<file path="src/verilog/pwb_pkg.sv">
// Constants, register map and state codes of the power path and boost control block.
// Assumes a single 250 MHz clock and a 32-bit Avalon-MM register bus with byte addresses.
// ****************************************************************************
// ****************************************************************************
package pwb_pkg;

    // Clock and time bases.
    localparam int unsigned CLK_KHZ = 250000;
    localparam int unsigned MS_CYCLES_DEF = CLK_KHZ;
    localparam int unsigned DIG_CLK_KHZ = 1500;
    localparam int unsigned DIG_DIV = CLK_KHZ / DIG_CLK_KHZ;
    localparam int unsigned BOOST_DELAY_MS = 30;
    localparam int unsigned POOR_SRC_MS = 30;
    localparam int unsigned WDT_MAX_S = 160;
    localparam int unsigned WDT_MAX_MS_DEF = WDT_MAX_S * 1000;

    // Register indices; byte address is four times the index.
    localparam int unsigned NUM_CFG = 8;
    localparam logic [3:0] IDX_CTRL = 4'h1;
    localparam logic [3:0] IDX_BAT_SEL = 4'h4;
    localparam logic [3:0] IDX_WDT = 4'h5;
    localparam logic [3:0] IDX_BOOST_CFG = 4'h6;
    localparam logic [3:0] IDX_SWITCH = 4'h7;
    localparam logic [3:0] IDX_STATUS = 4'h8;
    localparam logic [3:0] IDX_FAULT = 4'h9;

    // Field positions.
    localparam int unsigned BIT_REG_RESET = 7;
    localparam int unsigned BIT_MODE_LO = 4;
    localparam int unsigned BIT_LOWBAT_SEL = 1;
    localparam int unsigned BIT_WDT_LO = 4;
    localparam int unsigned BIT_BOOST_VOLTAGE_FIELD_LO = 4;
    localparam int unsigned BIT_HOT_LO = 2;
    localparam int unsigned BIT_SWITCH_OFF = 5;
    localparam int unsigned BIT_SRC_STAT_LO = 6;
    localparam int unsigned BIT_PWR_GOOD = 2;
    localparam int unsigned BIT_BOOST_FAULT = 6;

    // Field codes and reset values, REG07 down to REG00.
    localparam logic [1:0] MODE_BOOST = 2'h2;
    localparam logic [1:0] WDT_OFF = 2'h0;
    localparam logic [1:0] SRC_STAT_BOOST = 2'h3;
    localparam logic [1:0] SRC_STAT_NONE = 2'h0;
    localparam logic [63:0] CFG_DEFAULTS = 64'h0090300000002000;

    // Boost sequencing states.
    typedef enum logic [2:0] {
        PWB_BST_IDLE = 3'b001,
        PWB_BST_WAIT = 3'b010,
        PWB_BST_RUN = 3'b100
    } pwb_bst_state_t;

endpackage

</file>
<file path="src/verilog/pwb_power_path_ctrl.sv">
// Power path, battery switch and boost sequencing control with its register file.
// Assumes analog comparator levels arrive asynchronously and an Avalon-MM master on i_clk.
//
// Added by the designer: register access over Avalon-MM and the placing of the registers.
`timescale 1ns/1ps

module pwb_power_path_ctrl #(
    parameter int unsigned MS_CYCLES = pwb_pkg::MS_CYCLES_DEF,
    parameter int unsigned WDT_MAX_MS = pwb_pkg::WDT_MAX_MS_DEF
) (
    // Clock and reset.
    input wire logic i_clk,
    input wire logic i_srst,
    // Avalon-MM register slave.
    input wire logic [5:0] i_avs_address,
    input wire logic i_avs_read,
    input wire logic i_avs_write,
    input wire logic [31:0] i_avs_writedata,
    input wire logic [3:0] i_avs_byteenable,
    output logic [31:0] o_avs_readdata,
    output logic o_avs_waitrequest,
    // Analog comparator levels.
    input wire logic i_vbus_uvlo_ok,
    input wire logic i_vbat_uvlo_ok,
    input wire logic i_vbat_above_depl,
    input wire logic i_vbus_above_sleep,
    input wire logic i_vbat_above_lowv,
    input wire logic i_vbat_above_boost_exit,
    input wire logic i_overload,
    input wire logic i_boost_node_ovp,
    input wire logic i_boost_fault,
    input wire logic i_vbus_src_good,
    // Device pins.
    input wire logic i_boost_request_pin,
    input wire logic i_ship_exit_pin,
    // Power stage controls.
    output logic o_battery_switch_on,
    output logic o_input_blocking_switch_on,
    output logic o_bias_regulator_en,
    output logic o_boost_run,
    output logic [3:0] o_boost_voltage_field,
    output logic [1:0] o_hot_threshold_sel,
    output logic o_low_battery_sel,
    output logic o_test_load_en,
    output logic o_dig_clk_en,
    output logic o_int
);
    import pwb_pkg::*;

    // ************************************************************************
    // Input synchronisers
    // ************************************************************************

    localparam int unsigned NSYNC = 12;

    logic [NSYNC-1:0] raw;
    logic [NSYNC-1:0] sync1_q;
    logic [NSYNC-1:0] sync2_q;
    logic ship_prev_q;

    assign raw = {i_ship_exit_pin, i_boost_request_pin, i_vbus_src_good, i_boost_fault,
                  i_boost_node_ovp, i_overload, i_vbat_above_boost_exit, i_vbat_above_lowv,
                  i_vbus_above_sleep, i_vbat_above_depl, i_vbat_uvlo_ok, i_vbus_uvlo_ok};

    // Every level from the analog side passes two flops before use.
    always_ff @(posedge i_clk) begin
        if (i_srst) begin
            sync1_q <= '0;
            sync2_q <= '0;
            ship_prev_q <= 1'b0;
        end else begin
            sync1_q <= raw;
            sync2_q <= sync1_q;
            ship_prev_q <= sync2_q[11];
        end
    end

    logic vbus_ok;
    logic vbat_ok;
    logic bat_depl_ok;
    logic vbus_awake;
    logic bat_lowv_ok;
    logic bat_exit_ok;
    logic overload;
    logic node_ovp;
    logic bst_fault;
    logic src_good;
    logic boost_pin;
    logic ship_edge;

    assign vbus_ok = sync2_q[0];
    assign vbat_ok = sync2_q[1];
    assign bat_depl_ok = sync2_q[2];
    assign vbus_awake = sync2_q[3];
    assign bat_lowv_ok = sync2_q[4];
    assign bat_exit_ok = sync2_q[5];
    assign overload = sync2_q[6];
    assign node_ovp = sync2_q[7];
    assign bst_fault = sync2_q[8];
    assign src_good = sync2_q[9];
    assign boost_pin = sync2_q[10];
    // Edge taken from two consecutive synchronised samples.
    assign ship_edge = sync2_q[11] & ~ship_prev_q;

    // ************************************************************************
    // Functions
    // ************************************************************************

    // Byte at a register index of a 64-bit vector packing one byte per register.
    function automatic logic [7:0] fld8(input logic [63:0] vec, input logic [3:0] idx);
        fld8 = vec[{idx[2:0], 3'b000} +: 8];
    endfunction

    // Watchdog period in ms; each lower code halves the longest period.
    function automatic logic [31:0] wdt_limit(input logic [1:0] code);
        logic [31:0] full;
        full = WDT_MAX_MS;
        wdt_limit = full >> (2'd3 - code);
    endfunction

    // ************************************************************************
    // Millisecond tick and supply tracking
    // ************************************************************************

    logic [31:0] ms_cnt_q;
    logic ms_tick;
    logic supply_up;
    logic supply_prev_q;
    logic vbus_present;
    logic vbus_prev_q;
    logic adapter_attach;

    assign ms_tick = (ms_cnt_q == MS_CYCLES - 1);
    assign supply_up = vbus_ok | vbat_ok;
    assign vbus_present = vbus_ok & vbus_awake;
    assign adapter_attach = vbus_present & ~vbus_prev_q;

    // Free-running millisecond base shared by all slow timers.
    always_ff @(posedge i_clk) begin
        if (i_srst || ms_tick) begin
            ms_cnt_q <= '0;
        end else begin
            ms_cnt_q <= ms_cnt_q + 32'h00000001;
        end
    end

    // Previous supply levels for edge detection.
    always_ff @(posedge i_clk) begin
        if (i_srst) begin
            supply_prev_q <= 1'b0;
            vbus_prev_q <= 1'b0;
        end else begin
            supply_prev_q <= supply_up;
            vbus_prev_q <= vbus_present;
        end
    end

    // ************************************************************************
    // Avalon-MM slave
    // ************************************************************************

    logic [7:0] cfg_q [0:NUM_CFG-1];
    logic [3:0] idx;
    logic mapped;
    logic req;
    logic wr_acc;
    logic rd_acc;
    logic lane0_wr;
    logic reg_reset;
    logic soft_rst;
    logic sw_off_q;
    logic fault_q;
    logic pg_q;
    logic [7:0] rd_byte;
    pwb_bst_state_t bst_q;

    assign idx = i_avs_address[5:2];
    assign mapped = (i_avs_address[1:0] == 2'b00) && (idx <= IDX_FAULT);
    assign req = i_avs_read | i_avs_write;
    assign wr_acc = i_avs_write & ~o_avs_waitrequest & mapped;
    assign rd_acc = i_avs_read & ~o_avs_waitrequest & mapped;
    assign lane0_wr = wr_acc & i_avs_byteenable[0];
    assign reg_reset = lane0_wr && (idx == IDX_CTRL) && i_avs_writedata[BIT_REG_RESET];
    // Registers sit at default while no supply is up and on each supply rise.
    assign soft_rst = ~supply_up | (supply_up & ~supply_prev_q) | reg_reset;

    // One wait cycle per access keeps read data a clean flop output.
    always_ff @(posedge i_clk) begin
        if (i_srst) begin
            o_avs_waitrequest <= 1'b1;
        end else if (req && o_avs_waitrequest) begin
            o_avs_waitrequest <= 1'b0;
        end else begin
            o_avs_waitrequest <= 1'b1;
        end
    end

    // Read multiplexer; live state is folded into the stored bytes.
    always_comb begin
        rd_byte = 8'h00;
        if (idx < IDX_STATUS) begin
            rd_byte = cfg_q[idx[2:0]];
            if (idx == IDX_SWITCH) begin
                rd_byte[BIT_SWITCH_OFF] = sw_off_q;
            end
        end else if (idx == IDX_STATUS) begin
            rd_byte[BIT_SRC_STAT_LO +: 2] = (bst_q == PWB_BST_RUN) ? SRC_STAT_BOOST : SRC_STAT_NONE;
            rd_byte[BIT_PWR_GOOD] = pg_q;
        end else begin
            rd_byte[BIT_BOOST_FAULT] = fault_q;
        end
    end

    // Data is captured in the wait cycle so it stands when waitrequest drops.
    always_ff @(posedge i_clk) begin
        if (i_srst) begin
            o_avs_readdata <= 32'h00000000;
        end else if (i_avs_read && o_avs_waitrequest) begin
            o_avs_readdata <= mapped ? {24'h000000, rd_byte} : 32'h00000000;
        end
    end

    // Stored configuration bytes; the reset bit never stays set.
    always_ff @(posedge i_clk) begin
        if (i_srst || soft_rst) begin
            for (int i = 0; i < NUM_CFG; i++) begin
                cfg_q[i] <= fld8(CFG_DEFAULTS, 4'(i));
            end
        end else if (lane0_wr && (idx < IDX_STATUS)) begin
            cfg_q[idx[2:0]] <= i_avs_writedata[7:0];
        end
    end

    // ************************************************************************
    // Watchdog
    // ************************************************************************

    logic [1:0] wdt_code;
    logic [31:0] wdt_ms_q;
    logic wdt_expire;

    assign wdt_code = cfg_q[IDX_WDT[2:0]][BIT_WDT_LO +: 2];
    assign wdt_expire = ms_tick && (wdt_code != WDT_OFF) && (wdt_ms_q >= wdt_limit(wdt_code) - 1);

    // Any register write kicks the watchdog; code zero stops it for shipping.
    always_ff @(posedge i_clk) begin
        if (i_srst || soft_rst || wr_acc || wdt_code == WDT_OFF || wdt_expire) begin
            wdt_ms_q <= '0;
        end else if (ms_tick) begin
            wdt_ms_q <= wdt_ms_q + 32'h00000001;
        end
    end

    // ************************************************************************
    // Battery switch
    // ************************************************************************

    logic clear_ev;
    logic ovl_q;

    assign clear_ev = adapter_attach | ship_edge | wdt_expire | reg_reset;

    // Clear events win over a host write in the same cycle.
    always_ff @(posedge i_clk) begin
        if (i_srst || soft_rst) begin
            sw_off_q <= 1'b0;
        end else if (clear_ev) begin
            sw_off_q <= 1'b0;
        end else if (lane0_wr && idx == IDX_SWITCH) begin
            sw_off_q <= i_avs_writedata[BIT_SWITCH_OFF];
        end
    end

    // Overload latch in any mode; a new attach frees it, but a live overload keeps it set.
    always_ff @(posedge i_clk) begin
        if (i_srst) begin
            ovl_q <= 1'b0;
        end else if (overload) begin
            ovl_q <= 1'b1;
        end else if (adapter_attach) begin
            ovl_q <= 1'b0;
        end
    end

    // Switch closes on battery alone above depletion, or with input present.
    always_ff @(posedge i_clk) begin
        if (i_srst) begin
            o_battery_switch_on <= 1'b0;
        end else begin
            o_battery_switch_on <= ~sw_off_q & ~ovl_q & ~overload & (vbus_present | bat_depl_ok);
        end
    end

    // ************************************************************************
    // Boost sequencing
    // ************************************************************************

    logic lowbat_sel;
    logic boost_allow;
    logic boost_exit;
    logic fault_ev;
    logic [7:0] bst_ms_q;

    assign lowbat_sel = cfg_q[IDX_BAT_SEL[2:0]][BIT_LOWBAT_SEL];
    assign boost_allow = bat_lowv_ok & ~vbus_awake & boost_pin
                       & (cfg_q[IDX_CTRL[2:0]][BIT_MODE_LO +: 2] == MODE_BOOST);
    assign boost_exit = lowbat_sel ? ~bat_exit_ok : ~bat_lowv_ok;
    assign fault_ev = (bst_q == PWB_BST_RUN) & (node_ovp | bst_fault);

    // Delay runs on the millisecond base; losing any condition restarts it.
    always_ff @(posedge i_clk) begin
        if (i_srst || soft_rst) begin
            bst_q <= PWB_BST_IDLE;
            bst_ms_q <= 8'h00;
        end else begin
            case (bst_q)
                PWB_BST_IDLE: begin
                    bst_ms_q <= 8'h00;
                    if (boost_allow) begin
                        bst_q <= PWB_BST_WAIT;
                    end
                end
                PWB_BST_WAIT: begin
                    if (!boost_allow) begin
                        bst_q <= PWB_BST_IDLE;
                    end else if (ms_tick) begin
                        bst_ms_q <= bst_ms_q + 8'h01;
                        if (bst_ms_q == 8'(BOOST_DELAY_MS - 1)) begin
                            bst_q <= PWB_BST_RUN;
                        end
                    end
                end
                PWB_BST_RUN: begin
                    if (!boost_allow || boost_exit || fault_ev) begin
                        bst_q <= PWB_BST_IDLE;
                    end
                end
                default: begin
                    bst_q <= PWB_BST_IDLE;
                end
            endcase
        end
    end

    // Sticky boost fault; a read of the fault register clears it unless a new fault lands.
    always_ff @(posedge i_clk) begin
        if (i_srst || soft_rst) begin
            fault_q <= 1'b0;
        end else if (fault_ev) begin
            fault_q <= 1'b1;
        end else if (rd_acc && idx == IDX_FAULT && o_avs_readdata[BIT_BOOST_FAULT]) begin
            // Only a fault that the host has actually seen is cleared.
            fault_q <= 1'b0;
        end
    end

    // ************************************************************************
    // Input source qualification and charge path
    // ************************************************************************

    logic [7:0] src_ms_q;
    logic pg_set;

    assign pg_set = o_test_load_en && ms_tick && (src_ms_q == 8'(POOR_SRC_MS - 1)) && src_good;

    // Test load for a fixed window after attach; source removal ends it early.
    always_ff @(posedge i_clk) begin
        if (i_srst || !vbus_present) begin
            o_test_load_en <= 1'b0;
            src_ms_q <= 8'h00;
            pg_q <= 1'b0;
        end else if (adapter_attach) begin
            o_test_load_en <= 1'b1;
            src_ms_q <= 8'h00;
        end else if (o_test_load_en && ms_tick) begin
            src_ms_q <= src_ms_q + 8'h01;
            if (src_ms_q == 8'(POOR_SRC_MS - 1)) begin
                o_test_load_en <= 1'b0;
                pg_q <= src_good;
            end
        end
    end

    // Blocking switch follows the sleep comparator; never closed while boosting.
    always_ff @(posedge i_clk) begin
        if (i_srst) begin
            o_input_blocking_switch_on <= 1'b0;
        end else begin
            o_input_blocking_switch_on <= vbus_present & (bst_q != PWB_BST_RUN);
        end
    end

    // Bias regulator only with a real input or in boost; battery alone stays quiet.
    always_ff @(posedge i_clk) begin
        if (i_srst) begin
            o_bias_regulator_en <= 1'b0;
            o_boost_run <= 1'b0;
        end else begin
            o_bias_regulator_en <= vbus_present | (bst_q == PWB_BST_RUN);
            o_boost_run <= (bst_q == PWB_BST_RUN);
        end
    end

    // ************************************************************************
    // Digital clock enable, field outputs and interrupt
    // ************************************************************************

    logic [7:0] dig_cnt_q;

    // Default bytes of the trim registers, used while the block is in reset.
    localparam logic [7:0] BOOST_CFG_DEF = fld8(CFG_DEFAULTS, IDX_BOOST_CFG);
    localparam logic [7:0] BAT_SEL_DEF = fld8(CFG_DEFAULTS, IDX_BAT_SEL);

    // Integer divide rounds the rate slightly high; a fractional divider was not worth it.
    always_ff @(posedge i_clk) begin
        if (i_srst || !o_bias_regulator_en) begin
            dig_cnt_q <= 8'h00;
            o_dig_clk_en <= 1'b0;
        end else if (dig_cnt_q == 8'(DIG_DIV - 1)) begin
            dig_cnt_q <= 8'h00;
            o_dig_clk_en <= 1'b1;
        end else begin
            dig_cnt_q <= dig_cnt_q + 8'h01;
            o_dig_clk_en <= 1'b0;
        end
    end

    // Analog trims copied from configuration; defaults apply during soft reset.
    always_ff @(posedge i_clk) begin
        if (i_srst) begin
            o_boost_voltage_field <= BOOST_CFG_DEF[BIT_BOOST_VOLTAGE_FIELD_LO +: 4];
            o_hot_threshold_sel <= BOOST_CFG_DEF[BIT_HOT_LO +: 2];
            o_low_battery_sel <= BAT_SEL_DEF[BIT_LOWBAT_SEL];
        end else begin
            o_boost_voltage_field <= cfg_q[IDX_BOOST_CFG[2:0]][BIT_BOOST_VOLTAGE_FIELD_LO +: 4];
            o_hot_threshold_sel <= cfg_q[IDX_BOOST_CFG[2:0]][BIT_HOT_LO +: 2];
            o_low_battery_sel <= lowbat_sel;
        end
    end

    // Interrupt pulse on a boost fault or on a source passing qualification.
    always_ff @(posedge i_clk) begin
        if (i_srst) begin
            o_int <= 1'b0;
        end else begin
            o_int <= fault_ev | pg_set;
        end
    end

endmodule
</file>
<file path="config.mk">
export PLATFORM = sky130hd
export DESIGN_NAME = pwb_power_path_ctrl
export DESIGN_NICKNAME = d
export VERILOG_FILES = /design/src/verilog/pwb_pkg.sv /design/src/verilog/pwb_power_path_ctrl.sv
export SDC_FILE = /design/constraint.sdc
export NUM_CORES = 1
export LEC_CHECK = 0
export ABC_CLOCK_PERIOD_IN_PS = 8100
export BUFFER_PORTS_ARGS = -buffer_cell sky130_fd_sc_hd__clkbuf_2
export CAP_MARGIN = 20
export CORE_MARGIN = 2
export CORE_UTILIZATION = 55
export CTS_BUF_LIST = sky130_fd_sc_hd__clkbuf_16
export DETAILED_ROUTE_END_ITERATION = 8
export PLACE_DENSITY = 0.74
export RECOVER_POWER = 25
export SYNTH_ARGS = -nofsm -noshare
export SYNTH_HDL_FRONTEND = slang
export SYNTH_SLANG_ARGS = --single-unit
</file>
<file path="constraint.sdc">
create_clock -name i_clk -period 8.1 [get_ports i_clk]
set_clock_uncertainty 0.2 [all_clocks]
set_input_delay 0.405 -clock i_clk [delete_from_list [all_inputs] [get_ports i_clk]]
set_output_delay 0.405 -clock i_clk [all_outputs]
set_load 0.05 [all_outputs]
</file>
* After elaboration in Yosys (flattened, before gate mapping)
Memory sizes are Yosys's and may differ from the RTL's. A register that Yosys moved wholly into a read port is not among the register bits.
Index checks and enable logic that the tools add are counted.
** Storage, ports and cells
- Output and inout bits :: 47
- Bits of input ports :: 58
- Logic and storage cells :: 175
- RAM bits :: 64
- Memories :: 1
- Register bits after elaboration :: 163
** Memories
- cfg_q :: depth 8, bits a word 8, read ports 5, clocked after Yosys merged registers in 1, write ports 8, RTL line pwb_power_path_ctrl.sv:162 : logic [7:0] cfg_q [0:NUM_CFG-1];
** Operators by class
- Multiplexer cells :: 37
- Reduce and logical (&&, ||, !) cells :: 42
- Bitwise logic cells :: 40
- Shifts and indexed selects :: 1
- Add/subtract/negate cells :: 7
- Equality and inequality tests :: 19
- $lt $le $gt $ge :: 3
** Operator list (count)
- adder 32 x 1 -> 32 bit (second input constant) :: 2
- equality test 32 x 18 -> 1 bit (second input constant) :: 1
- >= comparator 32 bit :: 1
- 2-to-1 mux 8 bit :: 4
- >> shifter 18 x 2 -> 32 bit (first input constant) :: 1
- subtractor 32 x 1 -> 32 bit (second input constant) :: 1
- adder 8 x 1 -> 8 bit (second input constant) :: 3
- 2-to-1 mux 1 bit :: 21
- 2-to-1 mux 3 bit :: 7
- bitwise AND 1 bit :: 17
- equality test 8 x 5 -> 1 bit (second input constant) :: 2
- case mux 8 bit (2 select lines) :: 1
- logical AND 1 bit :: 14
- inverter 1 bit :: 12
- nonzero test 2 bit :: 6
- OR 1 bit :: 11
- logical OR 1 bit :: 9
- inequality test 3 bit (second input constant) :: 3
- case mux 3 bit (3 select lines) :: 1
- equality test 4 bit (second input constant) :: 2
- equality test 8 bit (second input constant) :: 1
- OR reduction 8 bit :: 1
- 2-to-1 mux 2 bit :: 3
- inequality test 2 bit (second input constant) :: 3
- other kinds (16) :: 22

* Depth between registers and ports, before layout
Gate-level depths: netlist of run 1.
- Depth in word-level cells :: 12
- Gate-level depth with buffers :: 11
- Depth with buffers taken out :: 10

* Least setup slack after synthesis of run 1
OpenSTA, ideal clock, no wires.
- Kind :: input -> register
- Start :: input i_avs_address[4]
- End :: memory cfg_q[2][0], enable pin
- Data required time :: 7565 ps
- Setup time :: 335 ps
- Stages :: 6
- Buffers on the path :: 1
- Path slack :: 5370 ps
- Arrival time :: 2195 ps
- Path through :: clkbuf_1 > o21ai_0 > nand4b_1 > or3_1 > nor4b_1 > nand2b_1
** RTL lines
- from (decl) :: RTL line pwb_power_path_ctrl.sv:15 : input wire logic [5:0] i_avs_address,
- to (decl) :: RTL line pwb_power_path_ctrl.sv:162

==> results of run 1 <==
==> flip-flops by register name, indices dropped and copies added, names as in the netlist, 2 cells and up <==
name / count
cfg_q: 64
bst_q: 3
o_avs_readdata: 8
bst_ms_q: 8
o_hot_threshold_sel: 2
ms_cnt_q: 32
src_ms_q: 8
o_boost_voltage_field: 4
dig_cnt_q: 8
sync1_q: 12
sync2_q: 12
wdt_ms_q: 32
==> cells in the final DEF, fill, tap and decap left out, types with 4 or more instances in the layout <==
cell type / netlist / routed
edfxtp_1: 64 / 64
mux4_2: 16 / 16
clkbuf_1: 21 / 24
and3_1: 15 / 15
nor2b_1: 32 / 32
clkbuf_16: 0 / 22
nand2_1: 40 / 40
nand4b_1: 5 / 5
nand3_1: 41 / 41
buf_4: 25 / 5
and2_1: 66 / 66
or3_1: 13 / 13
a22oi_1: 8 / 8
dfxtp_1: 145 / 145
xor2_1: 39 / 39
nor2_1: 112 / 112
xnor2_1: 34 / 34
and4_1: 9 / 9
nor3b_1: 5 / 5
nand2b_1: 11 / 11
or2_2: 6 / 6
or4_1: 4 / 4
inv_1: 21 / 27
clkbuf_2: 1 / 30
nor3_1: 24 / 24
a21oi_1: 29 / 29
ha_1: 39 / 39
conb_1: 2 / 37
nand4_1: 27 / 27
dlygate4sd3_1: 0 / 14
o21ai_0: 18 / 18
mux2i_1: 6 / 6
a21o_1: 8 / 8
mux2_2: 5 / 5
nor4_1: 10 / 10
a211oi_1: 5 / 5
==> per-stage QoR <==
step | power, mW | worst slack (ps) | util [%] | std cells | cell area [um^2]
floorplan | 1.183 | 5370 | - | 974 | 9807
global placement | 1.195 | 4495 | 58.63 | 1206 | 10110
detailed placement | 1.196 | 4447 | 58.63 | 1206 | 10110
CTS | 2.191 | 4929 | 63.63 | 1260 | 10970
global route | 2.235 | 4022 | 63.44 | 1260 | 10930
finish | 2.174 | 4308 | 63.44 | 1260 | 10930
==> cells by family (layout without fill, tap and decap cells) <==
group           after synthesis  count (layout)  share of synthesized area [%]
fa+ha+maj                    39              39                          5.043
other cells                   2              37                        0.07762
simple gates                432             432                          24.27
buf+inv                      73             134                          3.841
xor+xnor                     73              73                          6.608
flops                       209             209                          49.86
mux                          27              27                          4.927
compound gates               84              84                          5.367
==> cell type report <==
type | instances | area (um^2) | area share (%)
flip-flops and latches | 209 | 4825 | 44.12
clock buffers | 22 | 550.5 | 5.035
multi-input cells | 692 | 4611 | 42.17
repair buffers | 73 | 417.9 | 3.822
inverters | 21 | 78.83 | 0.7209
well taps | 225 | 281.5 | 2.575
clock inverters | 18 | 170.2 | 1.556
==> final timing paths <==
kind	start	to	slack, ps	cells past startpoint
max	i_srst	cfg_q[3][2]	4310	7
min	i_avs_writedata[2]	cfg_q[7][2]	90	2
max reg2reg	cfg_q[5][5]	wdt_ms_q[9]	4980	10
min reg2reg	sync1_q[5]	sync2_q[5]	230	1
==> per-layer routing <==
layer	share of wire (%)	wire [um]
met5	0	0
met4	2.4	490
met3	3.9	777
met2	49	9888
met1	44	8877
==> timing repair <==
action	in CTS	in global routing
hold buffers	14	0
gates resized for setup	0	0
endpoints found under the hold margin	13	0
endpoints found under the setup margin	0	0
==> power by group through the flow <==
stage | Combinational (mW) | Clock [mW] | Sequential [mW]
4_1_cts | 0.0894 | 1.01 | 1.09
5_1_grt | 0.0972 | 1.05 | 1.09
2_1_floorplan | 0.0689 | 0 | 1.11
3_5_place_dp | 0.0838 | 0 | 1.11
3_3_place_gp | 0.0830 | 0 | 1.11
6_report | 0.0896 | 0.994 | 1.09
==> cell usage after synthesis (all sizes together) (13+ instances only) <==
cell	count	area, um^2
ha	39	488.0
nor3	25	130.1
mux4	16	360.4
clkbuf	22	83.83
and3	16	101.4
a21oi	29	145.1
dfxtp	145	2903
xor2	39	341.6
edfxtp	64	1922
buf	30	209.0
or3	13	81.33
o21ai	18	90.09
nor2b	32	200.2
nand3	41	205.2
xnor2	34	297.8
nand4	27	168.9
and2	66	412.9
nor2	112	420.4
inv	21	78.83
nand2	40	150.1
==> critical path, cell delays in order <==
cell	delay [ps]
clkbuf_2	80
clkbuf_1	800
o21ba_2	560
nand2_1	180
or3_1	490
nor3_1	710
nand2b_1	500
==> results.sh, run 1 <==
export IMPL_clkSlewWorstSetupHoldPaths_ps=60
export IMPL_grt_pass1_wl_um=32250
export IMPL_synth_seq_area_share_pct=49.86
export IMPL_syn_to_final_growth_pct=13.01
export IMPL_crit_path_start_kind="primary input"
export IMPL_grt_busiest_layer="met2"
export IMPL_async_flop_share_pct=0
export IMPL_grt_pass1_vias=6480
export IMPL_grt_start_max_net_pins=52
export IMPL_crit_path_end_kind="flip-flop"
export IMPL_finalSetupViolations=0
export IMPL_cp_data_arrival_time_ps=3730
export IMPL_routed_wl_um=20030
export IMPL_antenna_cells=0
export IMPL_layout_drive_gt1_share_pct=9.855
export IMPL_internal_power_mw=1.703
export IMPL_synth_seq_cells=209
export IMPL_powerDensity_nw_per_um2=198.8
export IMPL_tightestPinTransition_ps=2144
export IMPL_period_share_pct=46.81
export IMPL_synth_cell_type_count=58
export IMPL_synth_area_um2=9676
export IMPL_power_switching_share_pct=21.66
export IMPL_ctsHtreeMaxLevel=1
export IMPL_portBuffers=53
export IMPL_grt_total_usage_pct=21.68
export IMPL_post_cts_buffers=0
export IMPL_dieWidth_um=136.6
export IMPL_place_gp_congestion=0.7868
export IMPL_fin_crit_ps=3792
export IMPL_power_leakage_nw=4.176
export IMPL_viasPerCell=5.475
export IMPL_rsz0062_at_grt="no"
export IMPL_drt_antenna_violating_nets=0
export IMPL_cts_buffers=22
export IMPL_violations="max-capacitance violations, max-slew violations"
export IMPL_relSlewSlack_pct=-42.94
export IMPL_dieArea_um2=18670
export IMPL_seqPwrFrac_pct=50.1
export IMPL_fillCellCount=1380
export IMPL_use_met2_pct=37.39
export IMPL_holdCritPathClass="primary input to flip-flop"
export IMPL_dp_hpwl_um=13510
export IMPL_yosys_warnings=0
export IMPL_drv_cap=1
export IMPL_clock_fmax_ghz=0.2637
export IMPL_crit_required_ps=8040
export IMPL_finalSetupTns_ps=0
export IMPL_hold_ws_ps=88.45
export IMPL_path_class="primary input to flip-flop"
export IMPL_io_pin_count=105
export IMPL_cp_max_fo=51
export IMPL_drt_iter0_markers=420
export IMPL_initial_core_util_pct=56.13
export IMPL_clock_power_share_pct=45.7
export IMPL_cts_sinks=209
export IMPL_grt_util_met1_pct=28.26
export IMPL_hold_violations=0
export IMPL_use_met3_pct=2.741
export IMPL_clk_path_buf_depth=3
export IMPL_antenna_found_initial=0
export IMPL_synth_edff_count=64
export IMPL_ys_flop_type="dfxtp_1"
export IMPL_peakVddDrop_v=0.0001712
export IMPL_row_count=48
export IMPL_clk_latency_ps=510
export IMPL_tritoncts="built"
export IMPL_first_pass_iters=5
export IMPL_grt_overflow=0
export IMPL_cts_root_buffer="clkbuf_16"
export IMPL_die_h_um=136.6
export IMPL_power_switching_mw=0.4707
export IMPL_core_area_um2=17240
export IMPL_routedWlPerCell_um=15.90
export IMPL_combPwrFrac_pct=4.1
export IMPL_num_vias=6898
export IMPL_slew_viol_final=52
export IMPL_outcome="finished, violations left"
export IMPL_remaining_drc_errors=0
export IMPL_nNetsFinal=1116
export IMPL_syn_avg_cell_area_um2=10.30
export IMPL_synth_cells=939
Note: power is estimated with default switching activity, not from simulation.
==> run 2, diff against run 1 <==
--- a/config.mk
+++ b/config.mk
@@ -5,14 +5,15 @@
 export SDC_FILE = /design/constraint.sdc
 export NUM_CORES = 1
 export LEC_CHECK = 0
-export ABC_CLOCK_PERIOD_IN_PS = 8100
+export ABC_AREA = 1
+export ABC_CLOCK_PERIOD_IN_PS = 3100
 export BUFFER_PORTS_ARGS = -buffer_cell sky130_fd_sc_hd__clkbuf_2
 export CAP_MARGIN = 20
 export CORE_MARGIN = 2
-export CORE_UTILIZATION = 55
+export CORE_UTILIZATION = 54
 export CTS_BUF_LIST = sky130_fd_sc_hd__clkbuf_16
 export DETAILED_ROUTE_END_ITERATION = 8
-export PLACE_DENSITY = 0.74
+export PLACE_DENSITY = 0.76
 export RECOVER_POWER = 25
 export SYNTH_ARGS = -nofsm -noshare
 export SYNTH_HDL_FRONTEND = slang
==> constraint.sdc (replaced) <==
create_clock -name i_clk -period 3.1 [get_ports i_clk]
set_clock_uncertainty 0.2 [all_clocks]
set_input_delay 0.155 -clock i_clk [delete_from_list [all_inputs] [get_ports i_clk]]
set_output_delay 0.155 -clock i_clk [all_outputs]
set_load 0.05 [all_outputs]
==> results.sh, run 2 <==
export IMPL_place_gp_congestion=0.9103
export IMPL_crit_family="simple AND/OR/NAND/NOR gates"
export IMPL_cts_repair_resized=0
export IMPL_rsz0062_at_grt="no"
export IMPL_cp_data_arrival_time_ps=2840
export IMPL_cp_max_fo=32
export IMPL_power_leakage_nw=5.186
export IMPL_grt_overflow=0
export IMPL_final_cell_mix="nand2_1 (325), nor2_1 (257), inv_1 (192)"
export IMPL_r2r_slack_ps=470
export IMPL_portBuffers=53
export IMPL_seqPwrFrac_pct=48.5
export IMPL_clk_latency_ps=520
export IMPL_cts_buffers=23
export IMPL_holdCritPathClass="primary input to flip-flop"
export IMPL_combPwrFrac_pct=5.5
export IMPL_grt_pass1_vias=9223
export IMPL_post_route_util_pct=62.99
export IMPL_power_switching_mw=1.347
export IMPL_ctsHtreeMaxLevel=1
export IMPL_crit_top_cell="nand2_1"
export IMPL_dpl_cell_count=1809
export IMPL_yosys_area_top_type="dfxtp_1"
export IMPL_routed_wl_um=26900
export IMPL_initial_core_util_pct=54.59
export IMPL_slew_viol_final=0
export IMPL_crit_required_ps=3300
export IMPL_layout_drive_gt1_share_pct=8.195
export IMPL_synth_area_um2=10980
export IMPL_dieWidth_um=146.6
export IMPL_row_count=52
export IMPL_io_pin_count=105
export IMPL_hold_violations=0
export IMPL_path_class="flip-flop to flip-flop"
export IMPL_synth_cell_type_count=43
export IMPL_synth_seq_area_share_pct=43.96
export IMPL_layout_commonest_cell="nand2_1"
export IMPL_hold_ws_ps=52.57
export IMPL_yosys_top_cells_area="dfxtp_1 (26%), edfxtp_1 (18%), nand2_1 (11%)"
export IMPL_first_pass_iters=7
export IMPL_remaining_drc_errors=0
export IMPL_crit_slowest_cell="edfxtp_1"
export IMPL_outcome="finished clean"
export IMPL_cts_sinks=209
export IMPL_period_share_pct=84.94
export IMPL_finalSetupViolations=0
export IMPL_tritoncts="built"
export IMPL_grt_pass1_wl_um=44040
export IMPL_clk_path_buf_depth=3
export IMPL_power_switching_share_pct=22.95
export IMPL_finalSetupTns_ps=0
export IMPL_core_area_um2=20100
export IMPL_fin_crit_ps=2633
export IMPL_fin_cells=1894
export IMPL_crit_path_start_kind="flip-flop"
export IMPL_peakVddDrop_v=0.0004613
export IMPL_synth_cells=1484
export IMPL_top_register="cfg_q"
export IMPL_synth_seq_cells=209
export IMPL_synth_edff_count=64
export IMPL_relSlewSlack_pct=53.48
export IMPL_ys_flop_type="dfxtp_1"
export IMPL_drt_iter0_markers=873
export IMPL_num_vias=9818
export IMPL_drv_cap=0
export IMPL_grt_start_max_net_pins=47
export IMPL_drt_antenna_violating_nets=0
export IMPL_largest_reg_flops=64
export IMPL_tightestPinTransition_ps=695.3
export IMPL_grt_total_usage_pct=24.91
export IMPL_syn_to_final_growth_pct=15.38
export IMPL_die_h_um=146.6
export IMPL_nNetsFinal=1703
export IMPL_cts_root_buffer="clkbuf_16"
export IMPL_yosysMostFrequentCell="nand2_1"
export IMPL_dp_hpwl_um=18220
export IMPL_powerDensity_nw_per_um2=463.6
export IMPL_clock_fmax_ghz=0.3798
export IMPL_viasPerCell=5.184
export IMPL_cp_cell_sequence="inv_1, ha_1, ha_1, nand2_1, nor2_1, nand2_1, nor2_1, nand2_1, nand3_1, nand2_1, nand2_1, nand2_1, nand2_2, buf_12, nor2_1"
export IMPL_largestRegisters="cfg_q (64), ms_cnt_q (32), wdt_ms_q (32)"
export IMPL_routedWlPerCell_um=14.20
export IMPL_cpPeakStageDelay_ps=490
export IMPL_internal_power_mw=4.523
export IMPL_synth_cells_most_frequent="nand2_1 (325), nor2_1 (257), inv_1 (186), dfxtp_1 (145), a21oi_1 (81)"
export IMPL_clock_power_share_pct=46.0
export IMPL_path_buf_inv=2
export IMPL_crit_path_end_kind="flip-flop"
export IMPL_clkSlewWorstSetupHoldPaths_ps=60
export IMPL_synth_top_area_share_pct=26.45
export IMPL_syn_avg_cell_area_um2=7.396
export IMPL_dieArea_um2=21480
export IMPL_yosys_warnings=0
export IMPL_antenna_found_initial=1
export IMPL_async_flop_share_pct=0
==> run 2: cell types whose count changed after synthesis, moves of 16 or more <==
cell / change
nor2_1: +145
inv_1: +165
xnor2_1: -19
nand2_1: +285
a21oi_1: +52
nor3_1: +47
nor2b_1: -32
nand3_1: +19
mux4_2: -16
nor2_2: +18
and2_1: -66
o21ai_0: +32
==> run 2: cell families (layout without fill, tap and decap cells) <==
group	count (synthesis)	after routing	share of synthesized area [%]
adders and majority gates	39	39	4.446
buffers and inverters	254	358	10.21
and+or+nand+nor	791	791	30.85
other	2	38	0.06842
DFF	209	209	43.96
AOI/OAI and AO/OA	150	150	7.353
xor gates and xnor gates	39	39	3.112
==> run 2: final timing paths <==
path	start	endpoint	depth (start not counted)
max	cfg_q[5][5]	wdt_ms_q[29]	15
min	i_avs_address[0]	o_avs_readdata[6]	8
max reg2reg	cfg_q[5][5]	wdt_ms_q[29]	15
min reg2reg	sync1_q[11]	sync2_q[11]	2
==> run 2: final cells by class <==
cell class / count / area [um^2]
Timing Repair Buffer: 121 / 863.3
Fill cell: 1726 / 7441
Clock buffer: 23 / 575.6
Tap cell: 270 / 337.8
Antenna cell: 1 / 2.502
Inverter: 195 / 735.7
Clock inverter: 19 / 162.7
Multi-Input combinational cell: 1056 / 5161
Sequential cell: 209 / 4825
==> run 2: power groups by stage <==
stage               registers (mW)  clock network (mW)  logic (mW)
CTS                           2.85                2.73       0.317
floorplan                     2.91                   0       0.211
global route                  2.85                2.86       0.351
global placement              2.90                   0       0.275
finish                        2.85                2.70       0.325
detailed placement            2.91                   0       0.279
==> run 2: metrics by stage <==
stage	setup slack [ps]	instance area (um^2)	total power, mW
CTS	481.9	12690	5.891
floorplan	657.5	11110	3.125
finish	467.0	12660	5.870
detailed placement	497.3	11530	3.185
global route	197.0	12660	6.059
global placement	593.9	11530	3.179
==> run 2: routing by layer <==
layer / vias to the layer above / track usage [%] / share of wire (%)
met1: 4473 / 30.73 / 41
met5: - / 0 / 0
met4: 0 / 8.301 / 2.5
li1: 4947 / - / -
met3: 53 / 4.313 / 7.2
met2: 345 / 44.25 / 49
==> run 2: what timing repair did <==
action | in CTS | in global routing
hold buffers | 42 | 0
endpoints found under the hold margin | 85 | 0
buffers inserted | 0 | 0
==> run 2: worst reg2reg max path: stages (launching register included) <==
cell and delay [ps]:
edfxtp_1 490, inv_1 210, ha_1 280, ha_1 280, nand2_1 70, nor2_1 130
nand2_1 60, nor2_1 100, nand2_1 60, nand3_1 70, nand2_1 50, nand2_1 90
nand2_1 70, nand2_2 80, buf_12 200, nor2_1 90
